[src/rtl/ced_pkg.sv]
// constants for the comparator event and debounce block
package ced_pkg;
    // ==========================================================
    // bus and register map
    localparam int ADDR_W = 8;
    localparam int DATA_W = 8;
    localparam logic [7:0] CTRL_ADDR = 8'h97;
    localparam logic [7:0] SRC_ADDR = 8'h9a;
    localparam logic [7:0] IE_ADDR = 8'h9b;
    localparam logic [7:0] ISTAT_ADDR = 8'h9c;
    localparam logic [7:0] ICLR_ADDR = 8'h9d;
    localparam logic [7:0] IEN_ADDR = 8'h9e;
    localparam logic [7:0] CTRL_RST = 8'h00;
    localparam logic [7:0] READ_ZERO = 8'h00;
    // ==========================================================
    // control, interrupt enable and source register fields
    localparam int SEL_HI = 7;
    localparam int SEL_LO = 6;
    localparam int LINK_BIT = 5;
    localparam int FLAG_BIT = 4;
    localparam int ON_BIT = 3;
    localparam int MODE_HI = 2;
    localparam int MODE_LO = 0;
    localparam int IE_BIT = 6;
    localparam int SRC_W = 2;
    // ==========================================================
    // interrupt mode codes
    localparam logic [2:0] MODE_LOW = 3'h0;
    localparam logic [2:0] MODE_RISE = 3'h1;
    localparam logic [2:0] MODE_DB_TOGGLE = 3'h2;
    localparam logic [2:0] MODE_DB_RISE = 3'h3;
    localparam logic [2:0] MODE_FALL = 3'h4;
    localparam logic [2:0] MODE_TOGGLE = 3'h5;
    localparam logic [2:0] MODE_DB_FALL = 3'h6;
    localparam logic [2:0] MODE_HIGH = 3'h7;
    // ==========================================================
    // sample source codes
    localparam logic [1:0] SRC_CLOCK = 2'h0;
    localparam logic [1:0] SRC_T0 = 2'h1;
    localparam logic [1:0] SRC_T1 = 2'h2;
    localparam logic [1:0] SRC_T2 = 2'h3;
    // ==========================================================
    // filter and debounce counts
    localparam int FILTER_CNT = 4;
    localparam int DBN_OVF = 2;
    localparam int CNT_W = 3;
    // ==========================================================
    // event status bits
    localparam int EVT_W = 2;
    localparam int EVT_FLAG = 0;
    localparam int EVT_DROP = 1;
    // ==========================================================
    // debounce states
    typedef enum logic [1:0] {
        CED_IDLE = 2'b01,
        CED_WAIT = 2'b10
    } ced_state_e;
endpackage

[src/rtl/ced_sync.sv]
// three-stage synchroniser with agreement check for the comparator output
`timescale 1ns/100ps
`default_nettype none
module ced_sync (
    // clock and reset
    input wire logic sys_clk_i,
    input wire logic sys_rst_i,
    // raw level and clean level
    input wire logic async_i,
    output logic level_o
);
    // ==========================================================
    // chain; stage one feeds stage two only
    logic s1_q;
    logic s2_q;
    logic s3_q;
    always_ff @(posedge sys_clk_i or posedge sys_rst_i) begin
        if (sys_rst_i) begin
            s1_q <= 1'b0;
            s2_q <= 1'b0;
            s3_q <= 1'b0;
        end else begin
            s1_q <= async_i;
            s2_q <= s1_q;
            s3_q <= s2_q;
        end
    end
    // ==========================================================
    // a change counts once stages two and three agree
    always_ff @(posedge sys_clk_i or posedge sys_rst_i) begin
        if (sys_rst_i) begin
            level_o <= 1'b0;
        end else if (s2_q == s3_q) begin
            level_o <= s3_q;
        end
    end
endmodule // ced_sync
`default_nettype wire

[src/rtl/ced_top.sv]
// comparator a event detection, debouncing and control/status register
//
// Decided for this implementation: the address-and-strobe port.
`timescale 1ns/100ps
`default_nettype none
module ced_top (
    // clock and reset
    input wire logic sys_clk_i,
    input wire logic sys_rst_i,
    // register port
    input wire logic [ced_pkg::ADDR_W-1:0] addr_i,
    input wire logic [ced_pkg::DATA_W-1:0] wdata_i,
    input wire logic wr_i,
    input wire logic rd_i,
    output logic [ced_pkg::DATA_W-1:0] rdata_o,
    // comparator and timers
    input wire logic cmp_out_i,
    input wire logic timer0_ovf_i,
    input wire logic timer1_ovf_i,
    input wire logic timer2_ovf_i,
    // analog front end control
    output logic [1:0] positive_input_select_a_o,
    output logic input_link_a_o,
    output logic comparator_on_a_o,
    output logic digital_input_disable_o,
    // interrupts
    output logic cmp_irq_o,
    output logic irq_o
);
    // ==========================================================
    // register state
    logic [1:0] sel_q;
    logic link_q;
    logic flag_q;
    logic on_q;
    logic [2:0] mode_q;
    logic [ced_pkg::SRC_W-1:0] src_q;
    logic [ced_pkg::DATA_W-1:0] ie_q;
    logic [ced_pkg::EVT_W-1:0] evt_q;
    logic [ced_pkg::EVT_W-1:0] ien_q;
    logic [ced_pkg::DATA_W-1:0] rdata_q;
    logic cmp_irq_q;
    logic irq_q;
    // filter and debounce state
    logic lvl_q;
    logic [ced_pkg::CNT_W-1:0] fcnt_q;
    ced_pkg::ced_state_e st_q;
    logic exp_q;
    logic t1cnt_q;
    // combinational
    logic cmp_sync;
    logic cmp_int;
    logic tick;
    logic edge_evt;
    logic hit;
    logic is_dbn;
    logic dbn_done;
    logic set_d;
    logic drop_d;
    logic ctrl_wr;
    logic [ced_pkg::CNT_W-1:0] need;
    // ==========================================================
    // comparator input crossing
    ced_sync u_sync (
        .sys_clk_i(sys_clk_i),
        .sys_rst_i(sys_rst_i),
        .async_i(cmp_out_i),
        .level_o(cmp_sync)
    );
    // ==========================================================
    // sampling and condition decode
    always_comb begin
        cmp_int = cmp_sync & on_q;
        ctrl_wr = wr_i && (addr_i == ced_pkg::CTRL_ADDR);
        if (src_q == ced_pkg::SRC_CLOCK) begin
            tick = 1'b1;
        end else if (src_q == ced_pkg::SRC_T0) begin
            tick = timer0_ovf_i;
        end else if (src_q == ced_pkg::SRC_T1) begin
            tick = timer1_ovf_i;
        end else begin
            tick = timer2_ovf_i;
        end
        // slow sources need a persistent change
        need = (src_q == ced_pkg::SRC_CLOCK) ? ced_pkg::CNT_W'(1)
                                             : ced_pkg::CNT_W'(ced_pkg::FILTER_CNT);
        edge_evt = on_q && tick && (cmp_int != lvl_q) && ((fcnt_q + 1'b1) >= need);
        is_dbn = 1'b0;
        hit = 1'b0;
        case (mode_q)
            ced_pkg::MODE_LOW: hit = tick && !lvl_q;
            ced_pkg::MODE_HIGH: hit = tick && lvl_q;
            ced_pkg::MODE_RISE: hit = edge_evt && cmp_int;
            ced_pkg::MODE_FALL: hit = edge_evt && !cmp_int;
            ced_pkg::MODE_TOGGLE: hit = edge_evt;
            ced_pkg::MODE_DB_RISE: begin
                is_dbn = 1'b1;
                hit = edge_evt && cmp_int;
            end
            ced_pkg::MODE_DB_FALL: begin
                is_dbn = 1'b1;
                hit = edge_evt && !cmp_int;
            end
            default: begin
                is_dbn = 1'b1;
                hit = edge_evt;
            end
        endcase
        // second timer 1 overflow ends the wait
        dbn_done = (st_q == ced_pkg::CED_WAIT) && timer1_ovf_i && t1cnt_q;
        set_d = 1'b0;
        drop_d = 1'b0;
        if (on_q) begin
            if (dbn_done) begin
                set_d = (cmp_int == exp_q);
                drop_d = (cmp_int != exp_q);
            end else if (!is_dbn && hit) begin
                set_d = 1'b1;
            end
        end
    end
    // ==========================================================
    // accepted level and persistence counter
    always_ff @(posedge sys_clk_i or posedge sys_rst_i) begin
        if (sys_rst_i) begin
            lvl_q <= 1'b0;
            fcnt_q <= '0;
        end else if (!on_q) begin
            lvl_q <= 1'b0;
            fcnt_q <= '0;
        end else if (tick) begin
            if (edge_evt) begin
                lvl_q <= cmp_int;
                fcnt_q <= '0;
            end else if (cmp_int != lvl_q) begin
                fcnt_q <= fcnt_q + 1'b1;
            end else begin
                fcnt_q <= '0;
            end
        end
    end
    // ==========================================================
    // debounce wait; timer 1 free runs, so two overflows give at least one period
    always_ff @(posedge sys_clk_i or posedge sys_rst_i) begin
        if (sys_rst_i) begin
            st_q <= ced_pkg::CED_IDLE;
            exp_q <= 1'b0;
            t1cnt_q <= 1'b0;
        end else if (!on_q) begin
            st_q <= ced_pkg::CED_IDLE;
            t1cnt_q <= 1'b0;
        end else begin
            case (st_q)
                ced_pkg::CED_IDLE: begin
                    if (is_dbn && hit) begin
                        st_q <= ced_pkg::CED_WAIT;
                        exp_q <= cmp_int;
                        t1cnt_q <= 1'b0;
                    end
                end
                ced_pkg::CED_WAIT: begin
                    if (dbn_done) begin
                        st_q <= ced_pkg::CED_IDLE;
                        t1cnt_q <= 1'b0;
                    end else if (timer1_ovf_i) begin
                        t1cnt_q <= 1'b1;
                    end
                end
                default: begin
                    st_q <= ced_pkg::CED_IDLE;
                end
            endcase
        end
    end
    // ==========================================================
    // control register
    always_ff @(posedge sys_clk_i or posedge sys_rst_i) begin
        if (sys_rst_i) begin
            sel_q <= ced_pkg::CTRL_RST[ced_pkg::SEL_HI:ced_pkg::SEL_LO];
            link_q <= ced_pkg::CTRL_RST[ced_pkg::LINK_BIT];
            on_q <= ced_pkg::CTRL_RST[ced_pkg::ON_BIT];
            mode_q <= ced_pkg::CTRL_RST[ced_pkg::MODE_HI:ced_pkg::MODE_LO];
        end else if (ctrl_wr) begin
            sel_q <= wdata_i[ced_pkg::SEL_HI:ced_pkg::SEL_LO];
            link_q <= wdata_i[ced_pkg::LINK_BIT];
            on_q <= wdata_i[ced_pkg::ON_BIT];
            mode_q <= wdata_i[ced_pkg::MODE_HI:ced_pkg::MODE_LO];
        end
    end
    // flag: hardware set wins over a software write of zero
    always_ff @(posedge sys_clk_i or posedge sys_rst_i) begin
        if (sys_rst_i) begin
            flag_q <= ced_pkg::CTRL_RST[ced_pkg::FLAG_BIT];
        end else if (set_d) begin
            flag_q <= 1'b1;
        end else if (ctrl_wr) begin
            flag_q <= wdata_i[ced_pkg::FLAG_BIT];
        end
    end
    // ==========================================================
    // source select and cpu interrupt enable
    always_ff @(posedge sys_clk_i or posedge sys_rst_i) begin
        if (sys_rst_i) begin
            src_q <= ced_pkg::SRC_CLOCK;
            ie_q <= ced_pkg::READ_ZERO;
        end else if (wr_i && (addr_i == ced_pkg::SRC_ADDR)) begin
            src_q <= wdata_i[ced_pkg::SRC_W-1:0];
        end else if (wr_i && (addr_i == ced_pkg::IE_ADDR)) begin
            ie_q <= wdata_i;
        end
    end
    // ==========================================================
    // event status, clear and enable
    always_ff @(posedge sys_clk_i or posedge sys_rst_i) begin
        if (sys_rst_i) begin
            evt_q <= '0;
        end else begin
            for (int i = 0; i < ced_pkg::EVT_W; i++) begin
                if ((i == ced_pkg::EVT_FLAG && set_d) || (i == ced_pkg::EVT_DROP && drop_d)) begin
                    evt_q[i] <= 1'b1;
                end else if (wr_i && (addr_i == ced_pkg::ICLR_ADDR) && wdata_i[i]) begin
                    evt_q[i] <= 1'b0;
                end
            end
        end
    end

    always_ff @(posedge sys_clk_i or posedge sys_rst_i) begin
        if (sys_rst_i) begin
            ien_q <= '0;
        end else if (wr_i && (addr_i == ced_pkg::IEN_ADDR)) begin
            ien_q <= wdata_i[ced_pkg::EVT_W-1:0];
        end
    end

    always_ff @(posedge sys_clk_i or posedge sys_rst_i) begin
        if (sys_rst_i) begin
            cmp_irq_q <= 1'b0;
            irq_q <= 1'b0;
        end else begin
            cmp_irq_q <= flag_q & ie_q[ced_pkg::IE_BIT];
            irq_q <= |(evt_q & ien_q);
        end
    end
    // ==========================================================
    // read port, data valid only in the cycle after the strobe
    always_ff @(posedge sys_clk_i or posedge sys_rst_i) begin
        if (sys_rst_i) begin
            rdata_q <= ced_pkg::READ_ZERO;
        end else if (!rd_i) begin
            rdata_q <= ced_pkg::READ_ZERO;
        end else if (addr_i == ced_pkg::CTRL_ADDR) begin
            rdata_q <= {sel_q, link_q, flag_q, on_q, mode_q};
        end else if (addr_i == ced_pkg::SRC_ADDR) begin
            rdata_q <= {{(ced_pkg::DATA_W-ced_pkg::SRC_W){1'b0}}, src_q};
        end else if (addr_i == ced_pkg::IE_ADDR) begin
            rdata_q <= ie_q;
        end else if (addr_i == ced_pkg::ISTAT_ADDR) begin
            rdata_q <= {{(ced_pkg::DATA_W-ced_pkg::EVT_W){1'b0}}, evt_q};
        end else if (addr_i == ced_pkg::IEN_ADDR) begin
            rdata_q <= {{(ced_pkg::DATA_W-ced_pkg::EVT_W){1'b0}}, ien_q};
        end else begin
            rdata_q <= ced_pkg::READ_ZERO;
        end
    end
    // ==========================================================
    // outputs; software must drop the link before changing select
    assign rdata_o = rdata_q;
    assign positive_input_select_a_o = sel_q;
    assign input_link_a_o = link_q;
    assign comparator_on_a_o = on_q;
    assign digital_input_disable_o = on_q;
    assign cmp_irq_o = cmp_irq_q;
    assign irq_o = irq_q;
endmodule // ced_top
`default_nettype wire

[config.mk]
export PLATFORM = sky130hd
export DESIGN_NAME = ced_top
export DESIGN_NICKNAME = d
export VERILOG_FILES = /design/src/rtl/ced_pkg.sv /design/src/rtl/ced_sync.sv /design/src/rtl/ced_top.sv
export SDC_FILE = /design/constraint.sdc
export NUM_CORES = 1
export LEC_CHECK = 0
export BUFFER_PORTS_ARGS = -buffer_cell sky130_fd_sc_hd__buf_2
export CELL_PAD_IN_SITES_DETAIL_PLACEMENT = 1
export CELL_PAD_IN_SITES_GLOBAL_PLACEMENT = 1
export CORE_MARGIN = 3
export CORE_UTILIZATION = 45
export CTS_BUF_LIST = sky130_fd_sc_hd__clkbuf_16
export DETAILED_ROUTE_END_ITERATION = 6
export PLACE_DENSITY = 0.91
export RECOVER_POWER = 50
export SLEW_MARGIN = 20
export SYNTH_ARGS = -nofsm -noshare
export SYNTH_HDL_FRONTEND = slang
export SYNTH_SLANG_ARGS = --single-unit
[constraint.sdc]
create_clock -name sys_clk_i -period 3.4 [get_ports sys_clk_i]
set_input_delay 0.17 -clock sys_clk_i [delete_from_list [all_inputs] [get_ports sys_clk_i]]
set_output_delay 0.17 -clock sys_clk_i [all_outputs]
set_load 0.03 [all_outputs]
# Yosys cells after proc, flatten, opt, wreduce, memory -nomap -nowiden

Cells that the tools add are included.

Reduce and logical (&&, ||, !) cells: 34
Magnitude comparators: 1
Add/subtract/negate cells: 1
Bitwise operators: 4
Equality and inequality tests: 26
Multiplexer cells: 39

Operators by type and width:

| operator              | count |
|---|---|
| $eq A8 B8 Y1 const B  | 6 |
| $mux W8               | 4 |
| $mux W1               | 22 |
| $logic_and A1 B1 Y1   | 18 |
| $mux W3               | 5 |
| $eq A3 B3 Y1 const B  | 4 |
| $mux W2               | 5 |
| $ne A3 B3 Y1 const B  | 2 |
| $reduce_and A2 Y1     | 3 |
| $reduce_and A3 Y1     | 2 |
| $reduce_bool A2 Y1    | 3 |
| $reduce_or A2 Y1      | 3 |
| $reduce_or A5 Y1      | 1 |
| $eq A2 B1 Y1 const B  | 2 |
| $eq A2 B2 Y1 const B  | 2 |
| $ne A2 B1 Y1 const B  | 2 |
| $ne A4 B4 Y1 const B  | 1 |
| $pmux W1 S4           | 1 |
| $pmux W2 S2           | 1 |
| $add A3 B1 Y3 const B | 1 |
| $eq A3 B1 Y1 const B  | 1 |
| $eq A3 B2 Y1 const B  | 1 |
| $ge A3 B3 Y1          | 1 |
| $logic_not A3 Y1      | 1 |
| 9 further kinds       | 13 |

Output and inout port bits: 15
Input bits: 24
Register bits after elaboration: 44
Logic and storage cells: 127

# Logic depth before layout (Yosys ltp)

Depth after elaboration: 14
Mapped depth: 7
Gate-level depth less buffers: 7

# By module

Synthesis repeated with hierarchy kept, for this count alone.

Cell total of the unflattened synthesis: 188
Area total of the unflattened synthesis: 2225.9 um2

By module, submodules not included:

| module   | area an instance (um2) | times used | sequential area each (um2) | cells each |
|---|---|---|---|---|
| ced_top  | 2110.8                 | 1          | 1002.2                     | 182 |
| ced_sync | 115.1                  | 1          | 100.1                      | 6 |

# Least setup slack after synthesis

No wires, ideal clock.

Kind: reg-to-reg
Start: reg fcnt_q[0] in the netlist's numbering
End: reg exp_q
Setup time: 125 ps
Slack: 1296 ps
Required time: 3275 ps
Path buffers: 0
Arrival: 1979 ps
Stages on the path, launching flop included: 8
Period minus slack after synthesis: 2104 ps
Cells stage by stage: dfrtp_1 ha_1 xor2_1 ha_1 a21o_1 a22oi_4 nor4_4 mux2_4

Cells in the longest elaborated chain, start to end: 7
Elaborated cells between the ends (all ways): 8
Classes of those cells: 1 x add/sub; 1 x order compare; 1 x mux; 5 x reduce/logical

RTL lines:

| element                                       | RTL line       | source |
|---|---|---|
| start: declaration                            | ced_top.sv:46  | `logic [ced_pkg::CNT_W-1:0] fcnt_q;` |
| start signal: assignment                      | ced_top.sv:136 | `fcnt_q <= fcnt_q + 1'b1;` |
| $add A3 B1 Y3 (*)                             | ced_top.sv:87  | `edge_evt = on_q && tick && (cmp_int != lvl_q) && ((fcnt_q + 1'b1) >= need);` |
| $ge A3 B3 Y1 (*)                              | ced_top.sv:87  |  |
| $logic_and A1 B1 Y1 (*)                       | ced_top.sv:87  |  |
| $logic_and A1 B1 Y1, on equally long branches | n/a            |  |
| $pmux W1 S4 (*)                               | ced_top.sv:90  | `case (mode_q)` |
| $logic_and A1 B1 Y1 (*)                       | ced_top.sv:155 | `if (is_dbn && hit) begin` |
| $reduce_and A3 Y1 (no line) (*)               | n/a            |  |
| end signal: assignment                        | ced_top.sv:157 | `exp_q <= cmp_int;` |
| end: declaration                              | ced_top.sv:48  | `logic exp_q;` |

Mark *: on every way between the ends. The rest lies on a longest branch, timed or not.
A chain may end at the register's enable or synchronous reset.

# Worst setup path in the final report

Start: reg src_q[1] in the netlist's numbering
End: reg exp_q

Cells in the longest elaborated chain, start to end: 11
Elaborated cells between the ends (all ways): 18
Classes of those cells: 1 x order compare; 2 x eq/ne; 5 x mux; 10 x reduce/logical

RTL lines:

| element                                       | RTL line       | source |
|---|---|---|
| start: declaration                            | ced_top.sv:37  | `logic [ced_pkg::SRC_W-1:0] src_q;` |
| start signal: assignment                      | ced_top.sv:204 | `src_q <= ced_pkg::SRC_CLOCK;` |
| start signal: assignment                      | ced_top.sv:207 | `src_q <= wdata_i[ced_pkg::SRC_W-1:0];` |
| $eq A2 B2 Y1                                  | ced_top.sv:79  | `end else if (src_q == ced_pkg::SRC_T1) begin` |
| $mux W1                                       | ced_top.sv:79  |  |
| $mux W1                                       | ced_top.sv:77  | `end else if (src_q == ced_pkg::SRC_T0) begin` |
| $mux W1                                       | ced_top.sv:75  | `if (src_q == ced_pkg::SRC_CLOCK) begin` |
| $logic_and A1 B1 Y1 (3 in series)             | ced_top.sv:87  |  |
| $logic_and A1 B1 Y1, on equally long branches | n/a            |  |
| $pmux W1 S4 (*)                               | ced_top.sv:90  |  |
| $logic_and A1 B1 Y1 (*)                       | ced_top.sv:155 |  |
| $reduce_and A3 Y1 (no line) (*)               | n/a            |  |

Marked as above.

==> flow_metrics.py <==
metrics = {
    "status": {
        "outcome": "finished, violations left",
        "violations": "max-capacitance violations, max-slew violations",
    },
    "floorplanning": {
        "die_w_um": 75.0,
        "num_io_pins": 39,
        "core-area_um2": 4470,
        "placementRows": 24,
        "die_height_um": 75.0,
        "die_area_um2": 5620,
        "start_util_pct": 47.8,
    },
    "logic_synthesis": {
        "synthTopCellsByArea": "dfrtp_1, mux2_2, nor2_1, a21oi_1, a22oi_1",
        "synthCells": 187,
        "synth_cell_types": 46,
        "synth_flop_cell": "dfrtp_1",
        "synth.net_count": 214,
        "post-synth-top-area-cell": "dfrtp_1",
        "synth_area_um2": 2140,
        "synth-seq-cells": 44,
        "yosysTopAreaCellShare_pct": 50.3,
        "synth-edff-count": 0,
        "yosys_warnings": 0,
        "avgSynthCellArea_um2": 11.4,
        "ys_seq_area_share_pct": 51.5,
        "async_reset_ff_share_pct": 100,
    },
    "cts": {
        "insertion_delay_ns": 0.29,
        "ctsHtreeMaxLevel": 2,
        "cts_buffers": 5,
        "clock-root-buffer": "clkbuf_16",
        "clockBufferDepth": 2,
        "clk_pin_slew_ns": 0.06,
        "tritoncts": "built",
        "cts.sinks": 44,
    },
    "power_and_ir_drop": {
        "leakage_nw": 1.20,
        "peakVddDrop_mv": 0.304,
        "power_per_cell_area_nw_per_um2": 482,
    },
    "global_routing": {
        "grtUsageTotal_pct": 21.7,
        "top_usage_layer": "met2",
        "grtUsageMet3_pct": 3.34,
        "grtUsageMet2_pct": 39.8,
        "antenna_found_initial": 0,
        "grt_util_met1_pct": 25.1,
        "grt_first_pass_wirelength_um": 8940,
        "grt_pass1_vias": 1806,
        "grt_start_max_net_pins": 45,
        "grt_overflow_total": 0,
    },
    "route": {
        "antenna_left": 0,
        "drtPass1Iterations": 4,
        "drtIter0Drc": 63,
        "wl_per_cell_um": 19.3,
        "routed_wl_um": 5380,
        "drc": 0,
        "vias": 1602,
        "vias_per_cell": 5.74,
    },
    "placed_design": {
        "io_buffer_count": 38,
        "place.gp.congestion": 0.874,
        "dp_hpwl_um": 3790,
        "dp.cells": 270,
    },
    "worst_setup_path": {
        "start_kind": "flip-flop",
        "cp.arrival_ns": 2.50,
        "critPathMaxFanout": 5,
        "critPathKind": "flip-flop to flip-flop",
        "cp.required_ns": 3.57,
        "cp-end-kind": "flip-flop",
    },
    "cells_and_area": {
        "drive_gt1_share_pct": 30.0,
        "final_common_cell": "dfrtp_1",
        "syn_to_final_growth_pct": 18.2,
        "mostFrequentLayoutCells": "dfrtp_1, buf_2, nor2_1",
        "diodes": 0,
        "stdcell_count": 279,
        "nNetsFinal": 253,
    },
    "timing": {
        "fin_hold_ws_ns": 0.122,
        "tns_ns": 0,
        "worstMarginPinSlew_ns": 2.32,
        "finalMaxSlewViolations": 45,
        "fin_crit_ns": 2.33,
        "hold_viol": 0,
        "slew-limit-headroom_pct": -54.6,
        "finalCritPeriodShare_pct": 68.6,
        "rsz0062_at_grt": "no",
        "finalSetupViolCount": 0,
        "max_freq_ghz": 0.429,
        "finClkSkew_ns": 0.00725,
    },
    "worst_hold_path": {
        "hold_path.class": "input port to flip-flop",
    },
    "run": {
        "maxCapViolations": 1,
    },
}
==> routing by layer <==
layer	wire length [µm]	vias to the layer above	share of wire (%)
met5	0	-	0
met4	97	0	1.8
met3	147	9	2.7
met2	2870	32	53
met1	2260	809	42
li1	-	752	-
==> cell type report <==
class | instances | area (µm²)
Fill cell | 507 | 1940
Sequential cell | 44 | 1100
Multi-Input combinational cell | 130 | 967
Timing Repair Buffer | 40 | 204
Clock buffer | 5 | 125
Tap cell | 52 | 65.1
Clock inverter | 3 | 47.5
Inverter | 5 | 18.8
==> repair_timing <==
item | 4_1_cts | 5_1_grt
hold buffers | 1 | 0
endpoints found under the hold margin | 1 | 0
resized for setup | 0 | 0
buffers inserted | 0 | 0
==> power by group <==
group	switching [mW]	total [mW]	leakage (nW)	internal, mW
Combinational	0.0649	0.108	0.524	0.0435
Sequential	0.0196	0.560	0.594	0.540
Clock	0.203	0.552	0.0840	0.349
==> registers in the layout (all words and copies together), names as in the netlist, 2 cells and up <==
signal                     count
positive_input_select_a_o      2
ie_q                           8
src_q                          2
evt_q                          2
rdata_o                        8
st_q                           2
fcnt_q                         3
mode_q                         3
ien_q                          2
==> critical path, stage by stage, from the launching register on <==
cell and delay, ns:
dfrtp_1 0.42, nor2_1 0.20, ha_1 0.27, or3b_1 0.40, a21o_1 0.25, a22oi_4 0.27, nor4_4 0.10, mux2_4 0.31
==> synthesized netlist by cell type, types with 2 or more instances <==
library cell,number
nor2b_1,2
nand2b_1,6
nand4b_1,4
ha_1,3
buf_4,2
xnor2_1,2
nand2_1,9
inv_1,5
clkbuf_1,2
mux2i_1,4
a21oi_1,9
buf_2,3
o22ai_1,4
nor3b_1,2
nand3_1,8
mux2_2,12
nand4_1,2
mux2_1,4
nand3_2,2
a22o_1,2
nor2_1,15
dfrtp_1,43
a21boi_0,4
a21o_1,2
a22oi_1,6
and3_1,2
o21ai_0,7
mux2_4,3
==> final timing paths <==
kind / start / endpoint / slack, ns / depth (start not counted)
min in group asynchronous: sys_rst_i / rdata_o[6] / 0.73 / 3
worst max-delay path: src_q[1] / exp_q / 1.07 / 7
worst max register to register: src_q[1] / exp_q / 1.07 / 7
worst min-delay path: wdata_i[7] / positive_input_select_a_o[1] / 0.12 / 2
max in group asynchronous: sys_rst_i / ien_q[0] / 1.36 / 3
worst min register to register: u_sync.s1_q / u_sync.s2_q / 0.35 / 0
==> cells by family (layout without fill, tap and decap cells) <==
| group | after synthesis | in the layout | synth area share [%] |
|---|---|---|---|
| xor+xnor | 3 | 3 | 1.23 |
| simple gates | 62 | 62 | 17.5 |
| buf+inv | 13 | 53 | 3.16 |
| flops | 44 | 44 | 51.5 |
| fa+ha+maj | 4 | 4 | 2.22 |
| compound gates | 38 | 38 | 12.0 |
| mux | 23 | 23 | 12.4 |
==> per-stage QoR <==
| step | setup slack [ns] | utilization [%] | instance area (µm²) | total power [mW] |
|---|---|---|---|---|
| after floorplan | 1.30 | - | 2140 | 0.634 |
| after global placement | 1.21 | 52.6 | 2350 | 0.668 |
| after detailed placement | 1.11 | 52.6 | 2350 | 0.675 |
| after CTS | 1.07 | 56.7 | 2540 | 1.24 |
| after global routing | 0.857 | 56.5 | 2530 | 1.27 |
| final | 1.07 | 56.5 | 2530 | 1.22 |
Power figures use the tool's default switching activity.
